$ cat src/pkg/itp_params.svh
// Purpose: offsets, field positions, reset values and levels for the interrupt/trap controller
// Assumes: 32-bit Avalon-MM word registers, byte addresses
// Notes: included by the controller, the assertion module and the bench; the package does not include it
`ifndef ITP_PARAMS_SVH
`define ITP_PARAMS_SVH
// register byte offsets
`define ITP_OFS_CTRL1 8'h00
`define ITP_OFS_FLAG 8'h04
`define ITP_OFS_ENABLE 8'h08
`define ITP_OFS_PRIO_LO 8'h0C
`define ITP_OFS_PRIO_HI 8'h10
`define ITP_OFS_CPU 8'h14
`define ITP_OFS_TIMED_IRQ_DISABLE 8'h18
`define ITP_OFS_STATUS 8'h1C
// control word field positions
`define ITP_BIT_NEST_DIS 15
`define ITP_BIT_ARITH 4
`define ITP_BIT_ADDR 3
`define ITP_BIT_STACK 2
`define ITP_BIT_CLKFAIL 1
// writable mask of the control word
`define ITP_CTRL1_MASK 16'h801E
// reset values
`define ITP_CTRL1_RST 16'h0000
`define ITP_PRIO_RST 3'h4
`define ITP_IPL_USER_MAX 4'h7
`define ITP_IPL_MASK_OR 8'h0E
// trap levels: clock fail, address, stack, arithmetic
`define ITP_LVL_CLKFAIL 4'hE
`define ITP_LVL_ADDR 4'hD
`define ITP_LVL_STACK 4'hC
`define ITP_LVL_ARITH 4'hB
`define ITP_TIMED_IRQ_DISABLE_LVL_MAX 3'h6
`endif

$ cat src/pkg/itp_pkg.sv
// Purpose: shared types for the interrupt/trap controller
// Assumes: itp_params.svh holds all numbers
// Notes: request and return carriers to and from the core
package itp_pkg;
    // request presented to the core
    typedef struct packed {
        logic       valid;  // a request is pending
        logic       trap;   // request is a trap
        logic [3:0] level;  // priority level 1..15
        logic [4:0] vector; // source index, or trap index for traps
    } itp_req_t;
    // what the core pushes/pops around a handler
    typedef struct packed {
        logic [15:0] pc;  // saved program counter
        logic [7:0]  slb; // saved status low byte
        logic [3:0]  ipl; // saved cpu priority level
    } itp_frame_t;
    // core sequencing state
    typedef enum logic [1:0] {ITP_IDLE, ITP_IN_HANDLER} itp_state_t;
endpackage

$ cat src/itp_arbiter.sv
// Purpose: pick the highest-priority enabled pending user source
// Assumes: priorities are 3-bit levels, 0 means source disabled
// Notes: lowest index wins a tie, natural-order tie break
`timescale 1ns/10ps
module itp_arbiter #(
    parameter int NSRC = 16
) (
    input wire logic [NSRC-1:0] pend,     // flag and enable per source
    input wire logic [NSRC*3-1:0] prio,   // packed 3-bit priority per source
    input wire logic [2:0] blk_max,       // levels at or below this are blocked by the timed disable
    output logic [2:0] best_lvl,          // winning level, 0 when none
    output logic [4:0] best_idx           // winning source index
);
    // linear scan; strict greater keeps the lowest index on ties
    always_comb begin
        best_lvl = 3'h0;
        best_idx = 5'h00;
        for (int i = 0; i < NSRC; i++) begin
            if (pend[i] && prio[i*3 +: 3] > blk_max && prio[i*3 +: 3] > best_lvl) begin
                best_lvl = prio[i*3 +: 3];
                best_idx = 5'(i);
            end
        end
    end
endmodule

$ cat src/itp_ctrl.sv
// Purpose: interrupt and trap controller with register file on Avalon-MM
// Assumes: single clock mclk, trap events are one-cycle pulses from same-domain logic
// Notes: core handshake is req/ack for entry and a return strobe for handler exit
//        saved frames live inside this block; a nest deeper than the frame stack is refused
`timescale 1ns/10ps
`include "itp_params.svh"
module itp_ctrl #(
    parameter int NSRC = 16
) (
    input wire logic mclk,                      // system clock 125 MHz
    input wire logic rst_b,                     // async reset, active low
    input wire logic [7:0] avs_address,         // byte address
    input wire logic avs_read,                  // read strobe
    input wire logic avs_write,                 // write strobe
    input wire logic [31:0] avs_writedata,      // write data
    input wire logic [3:0] avs_byteenable,      // byte lanes
    output logic [31:0] avs_readdata,           // read data
    output logic avs_waitrequest,               // stall
    input wire logic [NSRC-1:0] src_event,      // peripheral event pulses
    input wire logic [3:0] trap_event,          // arith, addr, stack, clkfail pulses in bits 3..0
    input wire logic insn_retire,               // one pulse per executed instruction
    output itp_pkg::itp_req_t irq_req,          // request to the core
    input wire logic irq_ack,                   // core takes the request
    input wire itp_pkg::itp_frame_t entry_frame, // pc pushed on entry; status and level come from slb_reg and ipl_reg
    input wire logic ret_strobe,                // return_from_irq executed
    output itp_pkg::itp_frame_t ret_frame,      // restored pc, status, level
    output logic ret_valid,                     // ret_frame valid pulse
    output logic [3:0] cpu_ipl                  // current cpu priority level
);
    import itp_pkg::*;

    // sixteen frames cover every level once over; a deeper nest is refused, never wrapped
    localparam int DEPTH = 16; // nesting depth of saved frames

    // register file and handler state
    logic [15:0] ctrl1_reg;          // interrupt_control_one
    logic [NSRC-1:0] flag_reg;       // source_flag_regs
    logic [NSRC-1:0] en_reg;         // source_enable_regs
    logic [NSRC*3-1:0] prio_reg;     // source_priority_regs
    logic [3:0] ipl_reg;             // cpu priority level
    logic [7:0] slb_reg;             // status low byte, ipl lives in bits 7:5 as in a core
    logic [15:0] timed_irq_disable_reg;           // timed disable remaining instructions
    itp_frame_t stack_mem [DEPTH];   // saved frames
    logic [4:0] sp_reg;              // frame stack pointer
    itp_state_t state_reg;           // handler state
    logic [31:0] rdata_reg;          // registered read data
    logic rd_done_reg;               // read answered this cycle

    // bus decode; a write is taken on the edge it is seen, so no wait state is needed
    // unmapped offsets select nothing: writes there are dropped and reads return zero
    wire wr_en = avs_write;
    wire sel_ctrl = avs_address == `ITP_OFS_CTRL1;
    wire sel_flag = avs_address == `ITP_OFS_FLAG;
    wire sel_en = avs_address == `ITP_OFS_ENABLE;
    wire sel_plo = avs_address == `ITP_OFS_PRIO_LO;
    wire sel_phi = avs_address == `ITP_OFS_PRIO_HI;
    wire sel_cpu = avs_address == `ITP_OFS_CPU;
    wire sel_timed_irq_disable = avs_address == `ITP_OFS_TIMED_IRQ_DISABLE;
    wire [15:0] wd16 = {avs_byteenable[1] ? avs_writedata[15:8] : 8'h00, avs_byteenable[0] ? avs_writedata[7:0] : 8'h00};
    wire [15:0] wm16 = {{8{avs_byteenable[1]}}, {8{avs_byteenable[0]}}};
    // writes take one cycle, reads two (registered data)
    assign avs_waitrequest = avs_read && !rd_done_reg;
    assign avs_readdata = rdata_reg;

    // merge helper for byte-lane writes
    function automatic logic [15:0] merge16(input logic [15:0] old, input logic [15:0] d, input logic [15:0] m);
        merge16 = (old & ~m) | (d & m);
    endfunction

    // trap selection: highest trap level first
    wire [3:0] trap_pend = {ctrl1_reg[`ITP_BIT_ARITH], ctrl1_reg[`ITP_BIT_ADDR],
                            ctrl1_reg[`ITP_BIT_STACK], ctrl1_reg[`ITP_BIT_CLKFAIL]};
    wire [3:0] trap_lvl = trap_pend[0] ? `ITP_LVL_CLKFAIL : trap_pend[2] ? `ITP_LVL_ADDR :
                          trap_pend[1] ? `ITP_LVL_STACK : `ITP_LVL_ARITH;
    wire [4:0] trap_idx = trap_pend[0] ? 5'h01 : trap_pend[2] ? 5'h03 : trap_pend[1] ? 5'h02 : 5'h04;

    // user arbitration; enable gates the request, flag keeps it alive
    // the arbiter sees user sources only; traps are resolved above
    wire [NSRC-1:0] pend = flag_reg & en_reg;
    // the timed disable counts instructions, not clocks, so a stalled core stretches it
    wire [2:0] blk_max = (timed_irq_disable_reg != 16'h0000) ? `ITP_TIMED_IRQ_DISABLE_LVL_MAX : 3'h0;
    wire [2:0] best_lvl;
    wire [4:0] best_idx;
    itp_arbiter #(.NSRC(NSRC)) u_arb (
        .pend(pend),
        .prio(prio_reg),
        .blk_max(blk_max),
        .best_lvl(best_lvl),
        .best_idx(best_idx)
    );

    // nesting disabled: only idle core may take a user request; traps ignore this
    // a trap handler in progress also counts as busy for user sources
    wire nest_ok = !ctrl1_reg[`ITP_BIT_NEST_DIS] || state_reg == ITP_IDLE;
    wire user_ok = best_lvl != 3'h0 && {1'b0, best_lvl} > ipl_reg && nest_ok;
    wire trap_ok = |trap_pend && trap_lvl > ipl_reg;

    // request mux; traps beat user sources
    // a trap outranks every user level, so it is tested first
    always_comb begin
        irq_req = '0;
        if (trap_ok) begin
            irq_req = '{valid: 1'b1, trap: 1'b1, level: trap_lvl, vector: trap_idx};
        end else if (user_ok) begin
            irq_req = '{valid: 1'b1, trap: 1'b0, level: {1'b0, best_lvl}, vector: best_idx};
        end
    end
    // level is registered so the core never sees a glitch from a bus write
    assign cpu_ipl = ipl_reg;

    // entry handshake: the core's accept pulse only counts while a request stands
    wire take = irq_req.valid && irq_ack;
    // a full frame stack refuses entry; the request stays pending until a return frees a slot
    wire push = take && sp_reg != 5'(DEPTH);
    // a return with nothing saved is ignored rather than underflowing the pointer
    wire do_ret = ret_strobe && sp_reg != 5'h00;
    itp_frame_t top_frame; // frame a return would restore
    assign top_frame = stack_mem[4'(sp_reg - 5'h01)];

    // frame store: plain memory with no reset, so it stays out of the reset tree
    always_ff @(posedge mclk) begin
        if (push) begin
            stack_mem[sp_reg[3:0]] <= '{pc: entry_frame.pc, slb: slb_reg, ipl: ipl_reg};
        end
    end

    // control word: hardware set wins over software clear
    // only the nesting bit and the four trap flags are writable; the rest read as zero
    always_ff @(posedge mclk or negedge rst_b) begin
        if (!rst_b) begin
            ctrl1_reg <= `ITP_CTRL1_RST;
        end else begin
            ctrl1_reg <= ((wr_en && sel_ctrl) ? merge16(ctrl1_reg, wd16, wm16 & `ITP_CTRL1_MASK) : ctrl1_reg)
                         | {11'h000, trap_event, 1'b0};
        end
    end

    // source flags, enables, priorities
    // a write of zero clears a flag; an event in the same cycle still wins
    // priorities: the low word covers sources 0-7, the high word sources 8-15
    always_ff @(posedge mclk or negedge rst_b) begin
        if (!rst_b) begin
            flag_reg <= '0;
            en_reg <= '0;
            prio_reg <= {NSRC{`ITP_PRIO_RST}};
        end else begin
            flag_reg <= ((wr_en && sel_flag) ? merge16(flag_reg, wd16, wm16) : flag_reg) | src_event;
            if (wr_en && sel_en) en_reg <= merge16(en_reg, wd16, wm16);
            if (wr_en && sel_plo) prio_reg[23:0] <= avs_writedata[23:0];
            if (wr_en && sel_phi) prio_reg[47:24] <= avs_writedata[23:0];
        end
    end

    // cpu level, status byte, timed disable, handler entry and return
    // entry and return never both act in one cycle; entry wins
    always_ff @(posedge mclk or negedge rst_b) begin
        if (!rst_b) begin
            // the core starts at level 0, open to any enabled user source
            ipl_reg <= 4'h0;
            slb_reg <= 8'h00;
            timed_irq_disable_reg <= 16'h0000;
            sp_reg <= 5'h00;
            state_reg <= ITP_IDLE;
            ret_frame <= '0;
            ret_valid <= 1'b0;
        end else begin
            ret_valid <= 1'b0;
            if (timed_irq_disable_reg != 16'h0000 && insn_retire) timed_irq_disable_reg <= timed_irq_disable_reg - 16'h0001;
            // a fresh count written in the same cycle replaces the decrement
            if (wr_en && sel_timed_irq_disable) timed_irq_disable_reg <= avs_writedata[15:0];
            if (wr_en && sel_cpu) begin
                // status write; the level sits in bits 7:5 with bit 8 as its top bit
                // all three low level bits set give level 7, which blocks every user source
                slb_reg <= avs_writedata[7:0];
                ipl_reg <= {avs_writedata[8], avs_writedata[7:5]};
            end
            if (push) begin
                // entry: serve at the request's level; the old level is in the saved frame
                sp_reg <= sp_reg + 5'h01;
                ipl_reg <= irq_req.level;
                state_reg <= ITP_IN_HANDLER;
            end else if (do_ret) begin
                // return: pop the top frame and hand it back to the core
                ret_frame <= top_frame;
                ret_valid <= 1'b1;
                slb_reg <= top_frame.slb;
                ipl_reg <= top_frame.ipl;
                sp_reg <= sp_reg - 5'h01;
                if (sp_reg == 5'h01) state_reg <= ITP_IDLE;
            end
        end
    end

    // registered read path; every register is zero-extended into the word
    wire [31:0] rd_ctrl = {16'h0000, ctrl1_reg}; // control word
    wire [31:0] rd_flag = {16'h0000, flag_reg}; // source flags
    wire [31:0] rd_en = {16'h0000, en_reg}; // source enables
    wire [31:0] rd_plo = {8'h00, prio_reg[23:0]}; // priorities of sources 0-7
    wire [31:0] rd_phi = {8'h00, prio_reg[47:24]}; // priorities of sources 8-15
    wire [31:0] rd_cpu = {23'h0, ipl_reg[3], slb_reg}; // status byte plus level top bit
    wire [31:0] rd_timed_irq_disable = {16'h0000, timed_irq_disable_reg}; // remaining timed disable count
    wire [31:0] rd_stat = {26'h0, state_reg == ITP_IN_HANDLER, sp_reg}; // handler state and depth
    wire sel_stat = avs_address == `ITP_OFS_STATUS;
    wire [31:0] rmux = sel_ctrl ? rd_ctrl : sel_flag ? rd_flag : sel_en ? rd_en : sel_plo ? rd_plo :
                       sel_phi ? rd_phi : sel_cpu ? rd_cpu : sel_timed_irq_disable ? rd_timed_irq_disable : sel_stat ? rd_stat : 32'h0;
    always_ff @(posedge mclk or negedge rst_b) begin
        if (!rst_b) begin
            rdata_reg <= 32'h0;
            rd_done_reg <= 1'b0;
        end else begin
            // second cycle of a read answers; the flag drops so a held read starts over
            rd_done_reg <= avs_read && !rd_done_reg;
            if (avs_read) rdata_reg <= rmux;
        end
    end
endmodule

$ cat config.mk
export PLATFORM = sky130hd
export DESIGN_NAME = itp_ctrl
export DESIGN_NICKNAME = d
export VERILOG_FILES = /design/src/pkg/itp_pkg.sv /design/src/itp_arbiter.sv /design/src/itp_ctrl.sv
export VERILOG_INCLUDE_DIRS = /design/src /design/src/pkg
export SDC_FILE = /design/constraint.sdc
export NUM_CORES = 1
export LEC_CHECK = 0
export BUFFER_PORTS_ARGS = -buffer_cell sky130_fd_sc_hd__buf_4
export CORE_UTILIZATION = 40
export CTS_CLUSTER_DIAMETER = 80
export DETAILED_ROUTE_END_ITERATION = 12
export PLACE_DENSITY = 0.64
export SKIP_CTS_REPAIR_TIMING = 1
export SYNTH_ARGS = -nofsm -noshare
export SYNTH_HDL_FRONTEND = slang
export SYNTH_SLANG_ARGS = --single-unit
export TNS_END_PERCENT = 10
$ cat constraint.sdc
create_clock -name mclk -period 30.1 [get_ports mclk]
set_clock_uncertainty 0.05 [all_clocks]
set_input_delay 1.505 -clock mclk [delete_from_list [all_inputs] [get_ports mclk]]
set_output_delay 1.505 -clock mclk [all_outputs]
set_load 0.1 [all_outputs]
======== Word-level counts from Yosys, hierarchy flattened ========
Memory sizes are Yosys's and may differ from the RTL's.
Cells that the tools add are included.
operators by class
  equal/unequal tests ..................... 10
  bitwise gates (word level) .............. 14
  $add $sub $neg .......................... 3
  reduce and logical (&&, ||, !) cells .... 62
  order comparisons ....................... 34
  multiplexer cells ....................... 69
operators by type and width
  kind                   count
  $mux 24                5
  $and 16x16->16         6
  $mux 16                6
  $gt 3x3->1             31
  $mux 3                 27
  $or 16x16->16          4
  $logic_and 1x1->1      47
  $mux 4                 11
  $mux 8                 5
  $eq 8x5->1 const B     4
  $not 16->16            2
  $mux 11                2
  $eq 8x4->1 const B     2
  $or 16x5->16           1
  $reduce_bool 16->1     1
  $sub 16x1->16 const B  1
  $mux 2                 5
  $mux 5                 2
  $eq 8x3->1 const B     1
  $logic_not 8->1        1
  $mux 6                 1
  $reduce_bool 2->1      3
  $reduce_bool 3->1      2
  $add 5x1->5 const B    1
  15 further kinds       21
storage, ports and cells
  output and inout port bits .............. 77
  input bits .............................. 99
  register bits after elaboration ......... 193
  memories kept ........................... 1
  memory bits (writable) .................. 448
  word-level logic and storage cells ...... 209
memories
  memory     words  bits a word  rd ports  clocked after memory_dff  write ports  RTL line        text
  stack_mem  16     28           1         0                         1            itp_ctrl.sv:43  itp_frame_t stack_mem [DEPTH];

======== Depth between registers and ports, before layout ========
Gate-level depths: netlist (run 1).
  word-level depth ........................ 60
  depth in mapped cells ................... 109
  depth with buffers taken out ............ 106

======== Modules after synthesis ========
A second synthesis (run 1) with hierarchy kept.
unflattened totals
  cell total of the unflattened synthesis .. 2023
  area, all modules ....................... 28944.0 um^2
modules (own cells, without submodules)
  module       cells an instance  sequential area each (um^2)  area an instance (um^2)  instances
  itp_ctrl     1572               17802.1                      25734.7                  1
  itp_arbiter  451                0.0                          3209.3                   1

======== Worst setup path before layout (run 1) ========
Ideal clock, no wire load.
  path kind ............................... flip-flop to output port
  start point ............................. reg timed_irq_disable_reg[4]
  end point ............................... out irq_req[0] (netlist name)
  cell stages (with the launch flop) ...... 102
  data arrival time ....................... 23.585 ns
  data required time ...................... 28.545 ns
  buffers on the path ..................... 1
  slack ................................... 4.960 ns
  cells stage by stage .................... dfrtp_1 or4_1 nor4_1 nand4b_1 inv_1 ha_1 nor2b_1 o2111ai_1 ha_1 nand3_1 o211ai_1 or3_1 and2_1 ha_1 nand3_1 o21ai_1 or4_1 buf_2 [... 66 more ...] nor2_1 nand2_1 o21ai_0 nand2_1 a31oi_1 o21ba_2 ha_1 a31oi_1 o2111ai_1 nor2_1 mux2_2 ha_1 o21ai_0 nand2b_1 nand3_1 a41oi_1 nand2_1 o21ai_0
RTL lines
  what                      RTL line         text
  start: declaration        itp_ctrl.sv:42   logic [15:0] timed_irq_disable_reg;
  start signal: assignment  itp_ctrl.sv:168  if (timed_irq_disable_reg != 16'h0000 && insn_retire) timed_irq_disable_reg <= timed_irq_disable_reg - 16'h000 ...
  start signal: assignment  itp_ctrl.sv:170  if (wr_en && sel_timed_irq_disable) timed_irq_disable_reg <= avs_writedata[15:0];
  end: declaration          itp_ctrl.sv:22   output itp_pkg::itp_req_t irq_req,

==> results of run 1 <==
-- placed cells by master, fill, tap and decap left out, types with 23 or more instances in the layout --
cell / Yosys / routed
mux2i_1: 26 / 26
dfrtp_1: 157 / 156
clkbuf_1: 59 / 24
nand2_1: 136 / 136
buf_4: 12 / 178
mux2_1: 24 / 24
a22oi_1: 23 / 23
o21ai_0: 45 / 45
mux2_2: 77 / 77
mux4_2: 140 / 140
edfxtp_1: 448 / 448
a21oi_1: 50 / 50
inv_1: 82 / 82
ha_1: 66 / 65
clkbuf_16: 0 / 70
nor2_1: 81 / 68
nand3_1: 38 / 38
-- where the power goes --
part	switching (uW)	internal, uW	total [uW]
logic	657	433	1090
clock network	351	473	824
registers	111	1060	1170
-- logic make-up after synthesis --
group                      after synthesis  share of synthesized area [%]
other                                    1                         0.0135
adders and majority gates               72                           3.19
buffers and inverters                  168                           2.49
muxes                                  268                           16.4
and+or+nand+nor                        368                           6.22
AOI/OAI and AO/OA                      288                           7.21
DFF                                    621                           63.9
xor gates and xnor gates                20                          0.628
-- metal layers --
metal	share of wire (%)	GRT usage (%)	up-vias	wire, um
li1	-	-	7417	-
met5	0.018	0	-	13
met1	41	27.3	8701	30200
met2	49	34.2	594	35500
met3	6.3	4.15	160	4600
met4	3.6	7.91	2	2620
-- per-stage QoR --
step | power, uW | area [um2] | utilization [%] | instances
after CTS | 3120 | 32400 | 47.1 | 2965
after detailed placement | 2290 | 30200 | 43.9 | 2838
after global routing | 3220 | 32400 | 47.1 | 2965
after floorplan | 1960 | 27900 | - | 1814
final | 3080 | 32400 | 47.1 | 2965
after global placement | 2270 | 30200 | 43.9 | 2838
-- critical path: cells and delay by family, from the launching register on --
family                   cells  cell delay (ns)
adder cells (fa/ha/maj)     23             6.71
flip-flops                   1             0.42
AO/OA/AOI/OAI               34             7.77
AND/OR/NAND/NOR             35             6.00
multiplexers                 9             3.29
buffers and inverters        5             0.94
-- cells in the mapped netlist, types with 10 or more instances --
master / n / share of area, %
mux2_2: 77 / 3.1
a22oi_1: 23 / 0.62
nand2_1: 136 / 1.8
mux4_2: 140 / 11
o2111ai_1: 10 / 0.31
mux2i_1: 26 / 0.93
a31oi_1: 20 / 0.45
buf_4: 12 / 0.32
o21a_1: 11 / 0.30
inv_1: 82 / 1.1
o21ai_0: 45 / 0.81
nor2_1: 81 / 1.1
a21oi_1: 50 / 0.90
nand3_1: 38 / 0.68
nor2b_1: 19 / 0.43
clkbuf_1: 59 / 0.79
nor3_1: 19 / 0.34
o211ai_1: 20 / 0.54
nand3b_1: 18 / 0.48
edfxtp_1: 448 / 48
o21ai_1: 20 / 0.36
and2_1: 12 / 0.27
dfstp_2: 16 / 1.5
mux2_1: 24 / 0.97
buf_1: 10 / 0.13
ha_1: 66 / 3.0
xnor2_1: 14 / 0.44
dfrtp_1: 157 / 14
and3_1: 10 / 0.22
o22ai_1: 12 / 0.27
-- worst min path at each step --
stage	from	end	slack [ns]
after floorplan	flag_reg[0]	flag_reg[0]	0.43
after global placement	rd_done_reg	rd_done_reg	0.35
after detailed placement	rd_done_reg	rd_done_reg	0.38
after CTS	rd_done_reg	rd_done_reg	0.39
after global routing	rd_done_reg	rd_done_reg	0.39
final	rd_done_reg	rd_done_reg	0.38
-- final cells by class --
cell class              instances  share of cell area [%]
clock inverters                29                    1.02
flip-flops and latches        621                    54.9
well taps                     931                    3.59
multi-input cells            1025                    29.5
repair buffers                179                    4.17
inverters                      82                   0.950
clock buffers                  98                    5.85
==> reports/results.ini, run 1 <==
[clocking]
cts.clk_slew.worst_paths_ns = 0.06
htreeDepth = 3
cts_buffers = 69
clk_latency_ns = 0.63
clockRootBuffer = clkbuf_16
clkSinkCount = 621
cts_tree = done
clock_path_buffers = 3

[global_route]
grt.overflow.total = 0
grt_pass1_wl_um = 108000
antenna_found_initial = 1
grt_use_total_pct = 20.8
grt_pass1_vias = 17139
grt_max_degree = 73

[sta]
fin_ws_ns = 2.75
setup-tns-final_ns = 0
tightestPinTransition_ns = 1.26
hold_ws_ns = 0.381
finalHoldViolCount = 0
fin_crit_ns = 27.35
fmaxAchievable_mhz = 36.6
setup_viol = 0
rsz0062_at_grt = no
period_share_pct = 90.9
slew_headroom_pct = 15.8
maxSlewViolCount = 0

[synth]
synth_edf_count = 448
synth_warnings = 0
synthFlopType = edfxtp_1
async_flop_share_pct = 27.9
synth-seq-area-share_pct = 63.9
synth_area_um2 = 27900
synth_cell_types = 82
syn_inst = 1806
ys_ff_latch = 621
syn_avg_cell_area_um2 = 15.4

[hold_path]
holdPathStages = 1
hold_path_class = register to register

[critical_path]
r2r_end = stack_mem[7][9]
r2r-start = timed_irq_disable_reg[4]
cp-endpoint = irq_req[0]
slowest_stage = a41oi_1
rr_worst_depth = 106
cp-end-kind = output port
cp-start-kind = register
crit_start = timed_irq_disable_reg[4]
critical_path.max_fanout = 17
cp.arrival_ns = 25.80
critical-path-max-stage-delay_ns = 0.67
r2r_slack_ns = 4.04
required_ns = 28.55
path_class = register to output port
crit_path_frequent_cell = ha_1

[cells_and_area]
n_antenna_cell = 0
multiInputGateArea_um2 = 9560
area_growth_pct = 16.3
regArea_um2 = 17800
fillCellCount = 5872
drive_gt1_share_pct = 26.7
largest_register_ffs = 448
fin_nets = 2143

[placed_design]
gp_congestion = 0.914
place_ws_ns = 3.83
hpwl_um = 45900
portBuffers = 144

[detailed_routing]
route.detailed.drc = 0
vias = 16874
wl_um = 73000
drtPass1Iterations = 6
vias_per_cell = 5.69
wl_per_cell_um = 24.6
ant_nets = 0
drt_iter0_markers = 1468

[floorplan]
start_util_pct = 40.5
coreArea_um2 = 68800
pin_count = 176
rows = 96
dieArea_um2 = 70700
die_w_um = 266
die_h_um = 266

[power_and_ir_drop]
p_leak_uw = 0.0118
peakVddDrop_v = 0.0000882
powerDensity_nw_per_um2 = 95.2

[flow_run]
drv_cap = 0

[run_status]
status = completed

(Power assumes the default switching activity.)
==> run 2, diff against run 1 <==
GPL_TIMING_DRIVEN = 0   (was default)
clock period = 25.7 ns   (was 30.1 ns; I/O delays follow)
==> run 2 against run 1 <==
  * Final area rose by 3.5%
  * First-iteration DRC count rose by 16%
  * Clock power rose by 23%
  * Die area did not move
  * Worst setup slack got worse by 1.8 ns
  * Global-route usage rose by 1.4 points
  * Worst hold slack got worse by 0.010 ns
  * Critical path depth rose by 2
  * Wire length rose by 7.3%
  * Flip-flop and latch count did not move
  * Critical path type unchanged
==> reports/results.ini, run 2 (synthesis gave the netlist of run 1 again) <==
[run_status]
status = completed  ; unchanged

[sta]
tightestPinTransition_ns = 1.41  ; was 1.26 ns
finalHoldViolCount = 0  ; unchanged
setup-tns-final_ns = 0  ; unchanged
fmaxAchievable_mhz = 40.3
slew_headroom_pct = 5.52  ; was 15.8%
hold_ws_ns = 0.371  ; was 0.381 ns
setup_viol = 0  ; unchanged
fin_crit_ns = 24.80
maxSlewViolCount = 0  ; unchanged
period_share_pct = 96.5

[floorplan]
die_w_um = 266  ; unchanged
pin_count = 176  ; unchanged
start_util_pct = 40.5  ; unchanged
rows = 96  ; unchanged
dieArea_um2 = 70700  ; unchanged
coreArea_um2 = 68800  ; unchanged
die_h_um = 266  ; unchanged

[critical_path]
crit_family = adder cells  ; was compound AO/OA/AOI/OAI gates
cp-start-kind = register  ; unchanged
cp.arrival_ns = 23.46  ; was 25.80 ns
crit_cells = 108  ; was 106
critical_path.max_fanout = 11  ; was 17
crit_path_frequent_cell = ha_1  ; unchanged
slowest_stage = or4_4  ; was a41oi_1
critical-path-max-stage-delay_ns = 0.59  ; was 0.67 ns
cp-end-kind = output port  ; unchanged
rr_worst_depth = 112  ; was 106
cp-endpoint = irq_req[6]  ; was irq_req[0]
r2r-start = timed_irq_disable_reg[4]  ; unchanged
crit_start = timed_irq_disable_reg[4]  ; unchanged
r2r_slack_ns = 1.29  ; was 4.04 ns
critPathBufInv = 8  ; was 5
required_ns = 24.36  ; was 28.55 ns
r2r_end = stack_mem[2][13]  ; was stack_mem[7][9]
path_class = register to output port  ; unchanged

[cells_and_area]
largest_register_ffs = 448  ; unchanged
drive_gt1_share_pct = 29.0  ; was 26.7%
n_antenna_cell = 0  ; unchanged
area_growth_pct = 20.4  ; was 16.3%
mostFrequentLayoutCell = edfxtp_1  ; unchanged
fin_util_pct = 48.8  ; was 47.1%
fillCellCount = 5842  ; was 5872
layout_common_cells = 448 x edfxtp_1, 185 x buf_4, 156 x dfrtp_1  ; was 448 x edfxtp_1, 178 x buf_4, 156 x dfrtp_1
finalInstanceArea_um2 = 33600  ; was 32400 um2
fin_nets = 2253  ; was 2143

[hold_path]
hold_path_class = register to register  ; unchanged

[global_route]
antenna_found_initial = 1  ; unchanged
grt_pass1_vias = 17675  ; was 17139
grt_max_degree = 89  ; was 73
grt_pass1_wl_um = 115000  ; was 108000 um
grt_use_total_pct = 22.2  ; was 20.8%
grt.overflow.total = 0  ; unchanged

[clocking]
clk_latency_ns = 0.63  ; about the same
cts_buffers = 71  ; was 69
clock_path_buffers = 3  ; unchanged
clkSinkCount = 621  ; unchanged
clockRootBuffer = clkbuf_16  ; unchanged
htreeDepth = 3  ; unchanged
cts_tree = done  ; unchanged
cts.clk_slew.worst_paths_ns = 0.06  ; about the same

[placed_design]
place_area_um2 = 30700  ; was 30200 um2
gp_congestion = 0.958  ; was 0.914
hpwl_um = 53600  ; was 45900 um
portBuffers = 141  ; was 144

[flow_run]
drv_cap = 0  ; unchanged

[detailed_routing]
drt_iter0_markers = 1703  ; was 1468
vias_per_cell = 5.69  ; about the same
vias = 17513  ; was 16874
wl_per_cell_um = 25.4  ; was 24.6 um
drtPass1Iterations = 5  ; was 6
wl_um = 78300  ; was 73000 um
ant_nets = 0  ; unchanged
route.detailed.drc = 0  ; unchanged

[power_and_ir_drop]
powerDensity_nw_per_um2 = 112  ; was 95.2 nW/um2
p_leak_uw = 0.0122  ; was 0.0118 uW
finalPower_uw = 3750  ; was 3080 uW
peakVddDrop_v = 0.0000912  ; was 0.0000882 V

[run 2: worst reg2reg max path, delay by kind of cell (launching register included)]
kind	cells	cell delay, ns
compound gates	34	6.37
fa+ha+maj	23	6.81
buf+inv	11	1.78
flops	1	0.42
mux	9	3.02
simple gates	35	5.68
[run 2: cell type report]
cell class                      count  area (um2)  share of cell area (%)
Clock buffer                       97        2000                    5.95
Sequential cell                   621       17800                    53.1
Clock inverter                     33         385                    1.15
Inverter                           82         312                   0.928
Buffer                             86         387                    1.15
Timing Repair Buffer              201        1800                    5.37
Tap cell                          931        1160                    3.47
Multi-Input combinational cell   1025        9710                    28.9
[run 2: through the flow]
step | worst slack [ns] | std cells
after detailed placement | -1.81 | 2914
after CTS | -2.55 | 3044
after global routing | -0.186 | 3076
final | 0.901 | 3076
after floorplan | 0.780 | 1814
after global placement | -7.22 | 2886
[run 2: power by group]
group | internal (uW) | switching (uW) | total [uW]
Combinational | 538 | 846 | 1380
Sequential | 1240 | 116 | 1360
Clock | 584 | 424 | 1010
Total | 2360 | 1390 | 3750
[run 2: worst min path at each step]
stage	from	endpoint	cells past startpoint
3_5_place_dp	rd_done_reg	rd_done_reg	1
5_1_grt	rd_done_reg	rd_done_reg	1
2_1_floorplan	flag_reg[0]	flag_reg[0]	2
3_3_place_gp	rd_done_reg	rd_done_reg	1
4_1_cts	rd_done_reg	rd_done_reg	1
6_report	rd_done_reg	rd_done_reg	1
[run 2: per-layer routing]
layer	vias to the layer above	part of all wire [%]	track usage, %
met5	-	0.017	0
met4	2	3.4	8.00
met3	151	6.4	3.72
met2	687	49	37.0
met1	9054	41	29.4
li1	7619	-	-
==> run 3, diff against run 2 <==
CORE_UTILIZATION = 60   (was 40)
PLACE_DENSITY = 0.87   (was 0.64)
==> run 3 against run 2 <==
  * Die area decreased by 33%
  * Final area fell by 1.4%
  * Global-route usage up 16 points
  * Maximum frequency decreased by 1.7%
  * Critical path type unchanged
  * Worst setup slack got worse by 0.43 ns
  * Clock-buffer cell count shrank 18
  * Largest cell class unchanged
  * Largest power group unchanged
  * First-iteration DRC count is 74% higher
  * Via count rose by 13%
  * Register-to-register slack got worse by 0.43 ns
  * Sequential power is essentially flat
==> reports/results.ini, run 3 (synthesis gave the netlist of run 1 again) <==
[sta]
maxSlewViolCount = 0  ; unchanged
hold_ws_ns = 0.371  ; about the same
slew_headroom_pct = 3.59  ; was 5.52%
finalHoldViolCount = 0  ; unchanged
setup_viol = 0  ; unchanged
period_share_pct = 98.2  ; was 96.5%
fmaxAchievable_mhz = 39.6  ; was 40.3 MHz
fin_ws_ns = 0.473  ; was 0.901 ns
fin_crit_ns = 25.23  ; was 24.80 ns
tightestPinTransition_ns = 1.45  ; was 1.41 ns

[detailed_routing]
wl_um = 90100  ; was 78300 um
route.detailed.drc = 0  ; unchanged
vias_per_cell = 7.23  ; was 5.69
ant_nets = 0  ; unchanged
drtPass1Iterations = 6  ; was 5
wl_per_cell_um = 33.0  ; was 25.4 um
dr.max_layer_used = met4  ; was met5
met1_length_um = 29600  ; was 32100 um
dr_wl_met3_um = 12200  ; was 5010 um
drt_iter0_markers = 2970  ; was 1703
dr_wl_met2_um = 41700  ; was 38400 um
vias = 19775  ; was 17513

[critical_path]
crit_path_frequent_cell = ha_1  ; unchanged
rr_worst_depth = 110  ; was 112
cp-end-kind = output port  ; unchanged
r2r_slack_ns = 0.86  ; was 1.29 ns
cp-start-kind = register  ; unchanged
slowest_stage = or4_4  ; unchanged
critical_path.max_fanout = 8  ; was 11
cp.arrival_ns = 23.89  ; was 23.46 ns
crit_start = timed_irq_disable_reg[4]  ; unchanged
cp-endpoint = irq_req[3]  ; was irq_req[6]
r2r_end = stack_mem[8][24]  ; was stack_mem[2][13]
required_ns = 24.36  ; about the same
critical-path-max-stage-delay_ns = 0.59  ; about the same
r2r-start = timed_irq_disable_reg[4]  ; unchanged
path_class = register to output port  ; unchanged

[cells_and_area]
layout_common_cells = 448 x edfxtp_1, 191 x buf_4, 157 x dfrtp_1  ; was 448 x edfxtp_1, 185 x buf_4, 156 x dfrtp_1
n_antenna_cell = 0  ; unchanged
area_growth_pct = 18.7  ; was 20.4%
mostFrequentLayoutCell = edfxtp_1  ; unchanged
fin_nets = 2249  ; was 2253
largest_register_ffs = 448  ; unchanged
fillCellCount = 2544  ; was 5842
drive_gt1_share_pct = 29.8  ; was 29.0%
fin_cells = 2735  ; was 3076

[global_route]
grt_use_total_pct = 38.0  ; was 22.2%
grt_pass1_wl_um = 128000  ; was 115000 um
grt_max_degree = 91  ; was 89
grt.overflow.total = 0  ; unchanged
antenna_found_initial = 1  ; unchanged
grt_pass1_vias = 19409  ; was 17675

[floorplan]
pin_count = 176  ; unchanged
die_w_um = 218  ; was 266 um
rows = 78  ; was 96
dieArea_um2 = 47300  ; was 70700 um2
die_h_um = 218  ; was 266 um
coreArea_um2 = 45600  ; was 68800 um2
start_util_pct = 61.2  ; was 40.5%

[placed_design]
place_ws_ns = -1.98  ; was -1.81 ns
hpwl_um = 55300  ; was 53600 um
gp_congestion = 0.959  ; was 0.958
portBuffers = 141  ; unchanged
placedCellCount = 2581  ; was 2914

[power_and_ir_drop]
powerDensity_nw_per_um2 = 114  ; was 112 nW/um2
peakVddDrop_v = 0.000152  ; was 0.0000912 V
p_leak_uw = 0.0121  ; was 0.0122 uW
finalPower_uw = 3780  ; was 3750 uW

[clocking]
clk_latency_ns = 0.65  ; was 0.63 ns
cts_buffers = 59  ; was 71
htreeDepth = 2  ; was 3
clock_path_buffers = 3  ; unchanged
clockRootBuffer = clkbuf_16  ; unchanged
cts.clk_slew.worst_paths_ns = 0.06  ; about the same
cts_tree = done  ; unchanged
clkSinkCount = 621  ; unchanged

[hold_path]
hold_path_class = register to register  ; unchanged

[run_status]
status = completed  ; unchanged

[flow_run]
drv_cap = 0  ; unchanged

## run 3: layer usage
| metal | GRT usage, % | vias to the layer above |
|---|---|---|
| li1 | - | 7598 |
| met1 | 47.9 | 9699 |
| met2 | 59.2 | 1942 |
| met3 | 10.5 | 536 |
| met4 | 22.0 | 0 |
| met5 | 0.521 | - |
## run 3: power breakdown
part | internal, uW | switching [uW] | leakage, uW
clock | 511 | 401 | 0.000980
combinational | 548 | 954 | 0.00501
sequential | 1240 | 130 | 0.00615
## run 3: per-stage QoR
stage / cell area (um2) / TNS (ns) / utilization, %
2_1_floorplan: 27900 / 0 / -
4_1_cts: 32300 / -922.16 / 70.9
3_5_place_dp: 30300 / -675.58 / 66.5
6_report: 33100 / 0 / 72.6
3_3_place_gp: 29700 / -1261.61 / 65.2
5_1_grt: 33100 / -2.65 / 72.6
## run 3: critical path: cells and delay by family (launching register included)
family,cells,cell delay [ns]
adder cells (fa/ha/maj),23,6.79
flip-flops,1,0.42
AND/OR/NAND/NOR,35,5.26
multiplexers,8,2.61
buffers and inverters,7,1.27
AO/OA/AOI/OAI,35,6.84
## run 3: final cells by class
type                            instances  area, um2  share of cell area, %
Sequential cell                       621      17800                   53.8
Multi-Input combinational cell       1025       9880                   29.9
Timing Repair Buffer                  209       1930                   5.84
Clock buffer                           79       1630                   4.94
Tap cell                              600        751                   2.27
Buffer                                 86        387                   1.17
Clock inverter                         33        379                   1.15
Inverter                               82        312                  0.942
## run 3: worst min-delay path by stage
stage | endpoint | slack [ns] | from | depth (start not counted)
3_5_place_dp | rd_done_reg | 0.36 | rd_done_reg | 1
3_3_place_gp | rd_done_reg | 0.35 | rd_done_reg | 1
4_1_cts | rd_done_reg | 0.37 | rd_done_reg | 1
6_report | rd_done_reg | 0.37 | rd_done_reg | 1
2_1_floorplan | flag_reg[0] | 0.43 | flag_reg[0] | 2
5_1_grt | rd_done_reg | 0.38 | rd_done_reg | 1
